File: src/phase_step_pkg.sv
// constants and types shared by both ends of the phase step port
// assumes one clock (REF_CLK_IN, 40 MHz) used as the scan clock
// What this block does
// - decode 3-bit target selector on rising edge
// - direction 1 is up, 0 is down
// - 000 all outputs, 001 feedback, 010-110 outputs
// - step starts only on request high
// - controller sets direction and target first
// - controller holds request two cycles, then low
// - exactly one step per request pulse
// - controller waits for done high before next
// - request sampled on falling clock edge
// - capture and start on second rising edge
// - done drops at start, rises when finished
// - done falls on rising edge, rises internally
// - done low time fixed at four scan clock cycles
// - request pulses at least one cycle apart
// - steps repeat without limit
// - all signals synchronous to scan clock
// - controller supplies free-running scan clock; here both ends take the shared REF_CLK_IN as an input
// - each step moves tap one eighth period
// - output clocks keep running during step
package phase_step_pkg;
    localparam int unsigned CLK_PERIOD_NS   = 25;
    localparam int unsigned HOLD_CYCLES     = 2;
    localparam int unsigned GAP_CYCLES      = 1;
    // internal settle time of a tap move, in scan clock cycles
    localparam int unsigned SETTLE_CYCLES   = 3;
    localparam int unsigned NUM_OUT_DIV     = 5;
    localparam int unsigned TAP_W           = 3;
    localparam logic [TAP_W-1:0] TAP_RESET  = 3'h0;
    localparam logic [2:0] SEL_ALL_OUT      = 3'h0;
    localparam logic [2:0] SEL_FEEDBACK     = 3'h1;
    localparam logic [2:0] SEL_OUT_BASE     = 3'h2;
    localparam logic [2:0] SEL_OUT_LAST     = 3'h6;
    localparam logic [3:0] SETTLE_W4        = 4'h3;
    localparam logic [1:0] HOLD_W2          = 2'h2;

    typedef logic [2:0] target_sel_t;
    typedef logic [TAP_W-1:0] tap_t;
    typedef enum logic [1:0] {DEV_IDLE, DEV_ARMED, DEV_SHIFT} dev_state_t;
    typedef enum logic [1:0] {CTL_IDLE, CTL_HOLD, CTL_GAP, CTL_WAIT}
        ctl_state_t;
endpackage

File: src/phase_step_if.sv
// interface joining the controller to the phase step port
// assumes both ends run on the same scan clock
`timescale 1ns/10ps
interface phase_step_if;
    logic                      step;
    logic                      up;
    phase_step_pkg::target_sel_t target_sel;
    logic                      done;
    modport device (input step, input up, input target_sel, output done);
    modport controller (output step, output up, output target_sel,
                        input done);
endinterface

File: src/phase_step_device.sv
// device end: step sampler, target decode and phase tap movers
// assumes scan clock REF_CLK_IN free running and one clock enable
`timescale 1ns/10ps
module phase_step_device (
    input  wire logic                         REF_CLK_IN,
    input  wire logic                         NRST_IN,
    input  wire logic                         CE_IN,
    phase_step_if.device                      link,
    output logic [phase_step_pkg::TAP_W-1:0]  FB_TAP_OUT,
    output logic [phase_step_pkg::TAP_W-1:0]  OUT_TAP_OUT [5],
    output logic                              BUSY_OUT
);
    import phase_step_pkg::*;

    logic       step_neg_r;
    logic       step_seen_r;
    logic       busy_r;
    logic       up_r;
    target_sel_t sel_r;
    logic [3:0] settle_r;
    logic       done_r;
    dev_state_t state_r;
    tap_t       fb_tap_r;
    tap_t       out_tap_r [NUM_OUT_DIV];

    // request sampled on the falling edge
    always_ff @(negedge REF_CLK_IN or negedge NRST_IN) begin
        if (!NRST_IN) begin
            step_neg_r <= 1'b0;
        end else if (CE_IN) begin
            step_neg_r <= link.step;
        end
    end

    // edge detect so a long request gives only one step
    always_ff @(posedge REF_CLK_IN or negedge NRST_IN) begin
        if (!NRST_IN) begin
            step_seen_r <= 1'b0;
        end else if (CE_IN) begin
            step_seen_r <= step_neg_r;
        end
    end

    wire logic rise_w    = step_neg_r && !step_seen_r;
    wire logic capture_w = (state_r == DEV_ARMED);
    wire logic finish_w  = (state_r == DEV_SHIFT) && (settle_r == 4'h0);

    // armed on the first rising edge after the sample, so the next
    // rising edge is the second one and does the capture
    always_ff @(posedge REF_CLK_IN or negedge NRST_IN) begin
        if (!NRST_IN) begin
            state_r <= DEV_IDLE;
        end else if (CE_IN) begin
            unique case (state_r)
                DEV_IDLE: begin
                    if (rise_w) begin
                        state_r <= DEV_ARMED;
                    end
                end
                DEV_ARMED: begin
                    state_r <= DEV_SHIFT;
                end
                DEV_SHIFT: begin
                    if (finish_w) begin
                        state_r <= DEV_IDLE;
                    end
                end
                // unused code: fall back to idle
                default: begin
                    state_r <= DEV_IDLE;
                end
            endcase
        end
    end

    always_ff @(posedge REF_CLK_IN or negedge NRST_IN) begin
        if (!NRST_IN) begin
            up_r  <= 1'b0;
            sel_r <= SEL_ALL_OUT;
        end else if (CE_IN && capture_w) begin
            up_r  <= link.up;
            sel_r <= link.target_sel;
        end
    end

    // stands in for analog settle; length fixed by SETTLE_W4
    always_ff @(posedge REF_CLK_IN or negedge NRST_IN) begin
        if (!NRST_IN) begin
            settle_r <= 4'h0;
        end else if (CE_IN) begin
            if (capture_w) begin
                settle_r <= SETTLE_W4;
            end else if (state_r == DEV_SHIFT && settle_r != 4'h0) begin
                settle_r <= settle_r - 4'h1;
            end
        end
    end

    // busy kept in its own flop so the pin needs no inverter
    always_ff @(posedge REF_CLK_IN or negedge NRST_IN) begin
        if (!NRST_IN) begin
            done_r <= 1'b1;
            busy_r <= 1'b0;
        end else if (CE_IN) begin
            if (capture_w) begin
                done_r <= 1'b0;
                busy_r <= 1'b1;
            end else if (finish_w) begin
                done_r <= 1'b1;
                busy_r <= 1'b0;
            end
        end
    end

    wire logic move_w = (state_r == DEV_SHIFT) && (settle_r == SETTLE_W4);

    // one eighth period per step: 3-bit tap wraps mod 8
    always_ff @(posedge REF_CLK_IN or negedge NRST_IN) begin
        if (!NRST_IN) begin
            fb_tap_r <= TAP_RESET;
        end else if (CE_IN && move_w && sel_r == SEL_FEEDBACK) begin
            fb_tap_r <= up_r ? fb_tap_r + 3'h1 : fb_tap_r - 3'h1;
        end
    end

    genvar g;
    generate
        for (g = 0; g < NUM_OUT_DIV; g++) begin : g_out
            localparam target_sel_t CODE = target_sel_t'(g + 2);
            always_ff @(posedge REF_CLK_IN or negedge NRST_IN) begin
                if (!NRST_IN) begin
                    out_tap_r[g] <= TAP_RESET;
                end else if (CE_IN && move_w &&
                             (sel_r == SEL_ALL_OUT || sel_r == CODE)) begin
                    out_tap_r[g] <= up_r ? out_tap_r[g] + 3'h1
                                         : out_tap_r[g] - 3'h1;
                end
            end
            assign OUT_TAP_OUT[g] = out_tap_r[g];
        end
    endgenerate

    // taps only move, clocks never gated
    assign FB_TAP_OUT = fb_tap_r;
    assign link.done  = done_r;
    assign BUSY_OUT   = busy_r;
endmodule // phase_step_device

File: src/flat_wrapper.sv
// flat-port wrapper written by rule: the top's interface ports become plain ports
module phase_step_device_flat import phase_step_pkg::*;
  (REF_CLK_IN, NRST_IN, CE_IN, FB_TAP_OUT, OUT_TAP_OUT, BUSY_OUT, link_step, link_up, link_target_sel, link_done);
  phase_step_if link_i ();
  input  wire logic REF_CLK_IN;
  input  wire logic NRST_IN;
  input  wire logic CE_IN;
  output logic [phase_step_pkg::TAP_W-1:0] FB_TAP_OUT;
  output logic [phase_step_pkg::TAP_W-1:0] OUT_TAP_OUT[5];
  output logic BUSY_OUT;
  input wire logic [$bits(link_i.step)-1:0] link_step;
  input wire logic [$bits(link_i.up)-1:0] link_up;
  input wire logic [$bits(link_i.target_sel)-1:0] link_target_sel;
  output wire logic [$bits(link_i.done)-1:0] link_done;
  assign link_i.step = link_step;
  assign link_i.up = link_up;
  assign link_i.target_sel = link_target_sel;
  assign link_done = link_i.done;
  phase_step_device u_core (.REF_CLK_IN(REF_CLK_IN), .NRST_IN(NRST_IN), .CE_IN(CE_IN), .link(link_i), .FB_TAP_OUT(FB_TAP_OUT), .OUT_TAP_OUT(OUT_TAP_OUT), .BUSY_OUT(BUSY_OUT));
endmodule
File: config.mk
export PLATFORM = sky130hd
export DESIGN_NAME = phase_step_device_flat
export DESIGN_NICKNAME = d
export VERILOG_FILES = /design/src/phase_step_pkg.sv /design/src/phase_step_if.sv /design/src/phase_step_device.sv /design/src/flat_wrapper.sv
export SDC_FILE = /design/constraint.sdc
export NUM_CORES = 1
export LEC_CHECK = 0
export ABC_AREA = 1
export BUFFER_PORTS_ARGS = -buffer_cell sky130_fd_sc_hd__buf_2
export CAP_MARGIN = 10
export CORE_ASPECT_RATIO = 1.1
export CORE_MARGIN = 2
export CORE_UTILIZATION = 45
export CTS_CLUSTER_DIAMETER = 100
export DETAILED_ROUTE_END_ITERATION = 10
export GPL_ROUTABILITY_DRIVEN = 0
export MAX_ROUTING_LAYER = met4
export PLACE_DENSITY = 0.66
export SYNTH_ARGS = -nofsm -noshare
export SYNTH_HDL_FRONTEND = slang
export SYNTH_SLANG_ARGS = --single-unit
File: constraint.sdc
create_clock -name REF_CLK_IN -period 1.9 [get_ports REF_CLK_IN]
set_input_delay 0.38 -clock REF_CLK_IN [delete_from_list [all_inputs] [get_ports REF_CLK_IN]]
set_output_delay 0.38 -clock REF_CLK_IN [all_outputs]
set_load 0.005 [all_outputs]
==> run metrics, run 1 <==
status finished, final reports clean; largest net degree at the start of global routing 32; CP Class reg2reg; initial antenna violation count 0; GRT overflow 0; Die ar. roughly 0.0045 mm2; CP cell instances inv_1, nor2_1, nand3_1, o21ai_0; Least-Margin Pin Slew around 430 ps; Mapped Avg Cell Area slightly below 8 um2; Slew headroom a little under three quarters; RSZ-0062 raised after global routing no; Layout area overhead 16.3%; Hold Buf Count CTS 0; final instance area 0.00209 mm2; Pre-antenna DRT Iters 4; vias between 1000 and 1500; DR DRC count 0; share of power burned in combinational logic about two fifths; Post-DP HPWL around 2500 um; Cells after Synth 231; Clock power frac between 10% and 20%; GR Util met1 a little over a fifth; std cell rows 24; first-pass GRT wire length between 5000 and 6000 um; syn_nets between 200 and 250; antenna-violating nets left 0; Max VDD drop 0.572 mV; gr usage total approximately 17%; CTS buffer count 5; sequential share of power approximately two fifths; max-cap violation count 0; crit-path leading delay family flip-flops; share of cells above drive strength 1 16.2%; switching power total roughly 0.0011 W; crit path capture type flip-flop; Power Total around 0.0028 W; CTS clk-pin slew, worst paths 60 ps; final setup violating endpoints 0; drt wl/cell about 10 um; I/O pin total 28; PortBufs 27; post-CTS sizing 0; final hold vios 0; critical path arrival 1890 ps; GRT met3 Usage under 10%; crit path max-delay cell type dfrtn_1; CTS H-Tree Depth 2; Critical Path Fanout Max 3; met2 usage 27.0%; Post-Route WL 3260 um; Nets ~280; worst path required time ~2100 ps; placed cell area roughly 0.002 mm2; Clock Skew a little under 9 ps; type of the worst min-delay path in2async; Initial Util a little under half; P_leak roughly 1.2 nW; CTS Sinks 32; gr busiest metal met2; diode count 0; worst hold margin roughly 150 ps; Root Buffer clkbuf_8; Detailed Route Iter0 Violations 66; Skew-Pair Late Insertion Delay 290 ps; Die H roughly 70 um; Seq cells post-synth 32; Startpoint Class flip-flop; Cell variety after synth 19; Seq/Total Area, Yosys between 40% and 50%; Max clock buf depth 2; width of the die roughly 64 um; max incr delay on CP 380 ps; CTS tree yes; post-CTS setup buffer count 0; sw frac between 40% and 50%; internal power approximately 0.0017 W; CP Buf/Inv Count 1; Core ar. around 0.004 mm2; setup TNS 0 ps; DR vias/cell ~4.5; vias in the first global route 1325; synthesized cell area between 0.0015 and 0.002 mm2; Synthesis Warnings 0; Pwr per Cell Area about 1400 mW/mm2; fin. max-slew vios 0
layout make-up:
class	instances	area (um2)
well taps	52	65.1
inverters	31	116
multi-input cells	166	866
clock buffers	8	90.1
flip-flops and latches	32	802
repair buffers	29	150
fillers	384	1810
synth_stat cells, drive strengths merged:
master	number	area share (%)
dfstp	1	1.5
clkinv	1	0.21
fa	6	6.7
o21ai	10	2.8
inv	30	6.3
nor2	19	5.5
xnor2	7	3.4
buf	2	0.70
dfrtn	1	1.4
nand2	102	21
xor2	6	2.9
dfrtp	30	42
nand3	14	4.2
ha	2	1.4
metrics by stage:
step                      std cells  utilization, %  worst slack [ps]
after floorplan                 231               -               276
after global placement          310            51.2               154
after detailed placement        310            51.2               144
after CTS                       318            53.5               213
after global routing            318            53.5              89.7
final                           318            53.5               206
metal layers:
metal / vias to the layer above / part of all wire [%]
met5: - / 0
met4: 0 / 2.0
met3: 6 / 3.7
met2: 27 / 48
met1: 651 / 47
li1: 759 / -
logic make-up after synthesis:
group,share of synthesized area (%)
fa+ha+maj,8.08
buf+inv,7.17
xor+xnor,6.34
flops,44.6
simple gates,31.0
compound gates,2.79
path summary, 6_finish.rpt:
path,from,endpoint,slack [ps],cells after the start
setup / recovery,u_core.step_neg_r$_DFFE_NN0P_,u_core.state_r[0]$_DFFE_PN0P_,210,4
hold / removal,NRST_IN,u_core.OUT_TAP_OUT[6]$_DFFE_PN0P_,150,2
setup reg to reg,u_core.step_neg_r$_DFFE_NN0P_,u_core.state_r[0]$_DFFE_PN0P_,210,4
hold reg to reg,u_core.link.done$_DFFE_PN1P_,u_core.link.done$_DFFE_PN1P_,480,2
max in group asynchronous,NRST_IN,u_core.step_neg_r$_DFFE_NN0P_,1050,1
min in group REF_CLK_IN,link_target_sel[0],u_core.sel_r[0]$_DFFE_PN0P_,320,3
state kept, by name, summed over array words and instances, names as in the netlist:
| register | flops |
|---|---|
| u_core.up_r | 1 |
| u_core.state_r | 2 |
| u_core.step_seen_r | 1 |
| u_core.step_neg_r | 1 |
| u_core.BUSY_OUT | 1 |
| u_core.FB_TAP_OUT | 3 |
| u_core.sel_r | 3 |
| u_core.OUT_TAP_OUT | 15 |
| u_core.link.done | 1 |
| u_core.settle_r | 4 |
worst register-to-register path, cell delays in order, from the launching register on:
cell	delay (ps)
dfrtn_1	380
inv_1	50
nor2_1	90
nand3_1	70
o21ai_0	70
layout by cell type, fill, tap and decap left out:
| cell type | synthesis | layout |
|---|---|---|
| dfrtn_1 | 1 | 1 |
| xnor2_1 | 7 | 7 |
| clkinv_1 | 1 | 1 |
| buf_4 | 1 | 2 |
| clkbuf_8 | 0 | 6 |
| buf_2 | 1 | 27 |
| inv_1 | 29 | 29 |
| nor2_2 | 2 | 2 |
| nor2_4 | 3 | 3 |
| clkbuf_1 | 0 | 2 |
| dfrtp_1 | 30 | 30 |
| nand2_1 | 102 | 102 |
| nand3_1 | 13 | 13 |
| xor2_1 | 6 | 6 |
| nand3_2 | 1 | 1 |
| nor2_1 | 14 | 14 |
| fa_1 | 6 | 6 |
| dfstp_2 | 1 | 1 |
| o21ai_0 | 10 | 10 |
| ha_1 | 2 | 2 |
| inv_2 | 1 | 1 |
power groups by stage:
stage / clock network, W / logic, W / registers [W]
final: 0.000526 / 0.00119 / 0.00112
after global routing: 0.000576 / 0.00138 / 0.00116
after CTS: 0.000545 / 0.00121 / 0.00112
after detailed placement: 0 / 0.00120 / 0.00113
after global placement: 0 / 0.00116 / 0.00112
after floorplan: 0 / 0.000890 / 0.00111
Note: power is estimated with default switching activity, not from simulation.
==> run 2: changes to the inputs <==
- PLACE_DENSITY: 0.66 -> 0.67
==> run 2 against run 1 <==
Critical path depth unchanged. Highest routed layer unchanged. Sequential cell count unchanged. Cell area increased by 1.7%. Non-clock buffer count stayed put. Clock skew about the same. Via count unchanged. Critical endpoint unchanged. Worst hold slack improved by 1.3 ps. Power rose by 5.7%. Die area unchanged. Final cell count unchanged.
==> run metrics, run 2 (same netlist as run 1, synthesis figures left out) <==
Post-Route WL 3230 um (-0.77%); Skew-Pair Late Insertion Delay 290 ps (about the same); width of the die 64.2 um (unchanged); crit-path leading delay family flip-flops; vias 1443 (unchanged); Core ar. 0.00390 mm2 (unchanged); Nets 281 (unchanged); final hold vios 0 (unchanged); Max clock buf depth 2 (unchanged); CP cell instances inv_1, nor2_1, nand3_1, o21ai_0; CTS clk-pin slew, worst paths 70 ps (about the same); P_leak 1.18 nW (+1.6%); Critical Path Fanout Max 3 (unchanged); diode count 0 (unchanged); final setup violating endpoints 0 (unchanged); critical path arrival 1930 ps (+40 ps); largest net degree at the start of global routing 32 (unchanged); crit path capture type flip-flop; Die H 70.3 um (unchanged); Hold Buf Count CTS 0 (unchanged); drt wl/cell 10.2 um (-0.77%); Die ar. 0.00451 mm2 (unchanged); sequential share of power 37.3% (-2.2 points); Pwr per Cell Area 1410 mW/mm2 (+3.9%); Final Util 54.5% (+0.93 points); post-CTS setup buffer count 0 (unchanged); std cell rows 24 (unchanged); Pre-antenna DRT Iters 4 (unchanged); Max VDD drop 0.769 mV (+35%); final instance area 0.00213 mm2 (+1.7%); internal power 0.00185 W (+9.5%); vias in the first global route 1382 (+4.3%); type of the worst min-delay path in2async; commonest non-fill, non-tap cell in the layout nand2_1; Clock power frac 23.8% (+5.2 points); CP Buf/Inv Count 1 (unchanged); status finished, final reports clean; setup TNS 0 ps (unchanged); Initial Util 46.0% (unchanged); max incr delay on CP 390 ps (about the same); Root Buffer clkbuf_8; Detailed Route Iter0 Violations 71 (+7.6%); Largest register FFs 15 (unchanged); Least-Margin Pin Slew 391 ps (-37.6 ps); CTS Sinks 32 (unchanged); I/O pin total 28 (unchanged); CTS buffer count 5 (unchanged); Startpoint Class flip-flop; initial antenna violation count 0 (unchanged); PortBufs 27 (unchanged); GRT overflow 0 (unchanged); placed cell area 0.00200 mm2 (unchanged); sw frac 38.0% (-2.2 points); Slew headroom 73.9% (+2.5 points); Post-DP HPWL 2490 um (-1.0%); first-pass GRT wire length 5910 um (+3.6%); Layout area overhead 18.3%; switching power total 0.00114 W (about the same); DR vias/cell 4.54 (unchanged); worst path required time 2090 ps (about the same); crit path max-delay cell type dfrtn_1; most frequent cells in the layout 102 x nand2_1, 30 x dfrtp_1, 29 x inv_1; Clock Skew 8.62 ps (-0.182 ps); share of power burned in combinational logic 38.9% (-3.0 points); Power Total 0.00299 W (+5.7%); post-CTS sizing 0 (unchanged); antenna-violating nets left 0 (unchanged); CP Class reg2reg; share of cells above drive strength 1 16.9% (+0.75 points); CTS tree yes; max-cap violation count 0 (unchanged); fin. max-slew vios 0 (unchanged); gr usage total 17.4% (+0.20 points); CTS H-Tree Depth 2 (unchanged); DR DRC count 0 (unchanged); RSZ-0062 raised after global routing no
run 2: metrics by stage:
| stage | setup slack [ps] | hold slack, ps | instances |
|---|---|---|---|
| floorplan | 276 | 84.4 | 231 |
| finish | 166 | 150 | 318 |
| global placement | 150 | 451 | 310 |
| CTS | 165 | 173 | 318 |
| global route | 105 | 201 | 318 |
| detailed placement | 134 | 460 | 310 |
run 2: cell type report:
class,instances,area [um2]
clock buffer,7,96.3
clock inverter,1,30.0
fill,399,1780
inverter,31,116
multi-input combinational,166,866
sequential,32,802
tap,52,65.1
timing repair buffer,29,150
run 2: layer usage:
layer / vias up / track usage (%) / routed length (um)
met5: - / - / 0
met1: 656 / 22.9 / 1530
met2: 27 / 26.5 / 1530
li1: 756 / - / -
met3: 4 / 4.83 / 139
met4: 0 / 4.96 / 38
run 2: worst paths after layout:
kind | start | endpoint | slack (ps) | cells past startpoint
max in group asynchronous | NRST_IN | u_core.step_neg_r$_DFFE_NN0P_ | 1050 | 1
worst min-delay path | NRST_IN | u_core.OUT_TAP_OUT[10]$_DFFE_PN0P_ | 150 | 2
min in group REF_CLK_IN | link_target_sel[0] | u_core.sel_r[0]$_DFFE_PN0P_ | 310 | 3
worst min register to register | u_core.link.done$_DFFE_PN1P_ | u_core.link.done$_DFFE_PN1P_ | 470 | 2
worst max-delay path | u_core.step_neg_r$_DFFE_NN0P_ | u_core.state_r[0]$_DFFE_PN0P_ | 170 | 4
worst max register to register | u_core.step_neg_r$_DFFE_NN0P_ | u_core.state_r[0]$_DFFE_PN0P_ | 170 | 4
run 2: power groups by stage:
stage	Clock (W)	Combinational, W	Sequential (W)
4_1_cts	0.000729	0.00118	0.00112
2_1_floorplan	0	0.000890	0.00111
3_5_place_dp	0	0.00118	0.00113
3_3_place_gp	0	0.00115	0.00113
6_report	0.000710	0.00116	0.00112
5_1_grt	0.000760	0.00138	0.00116
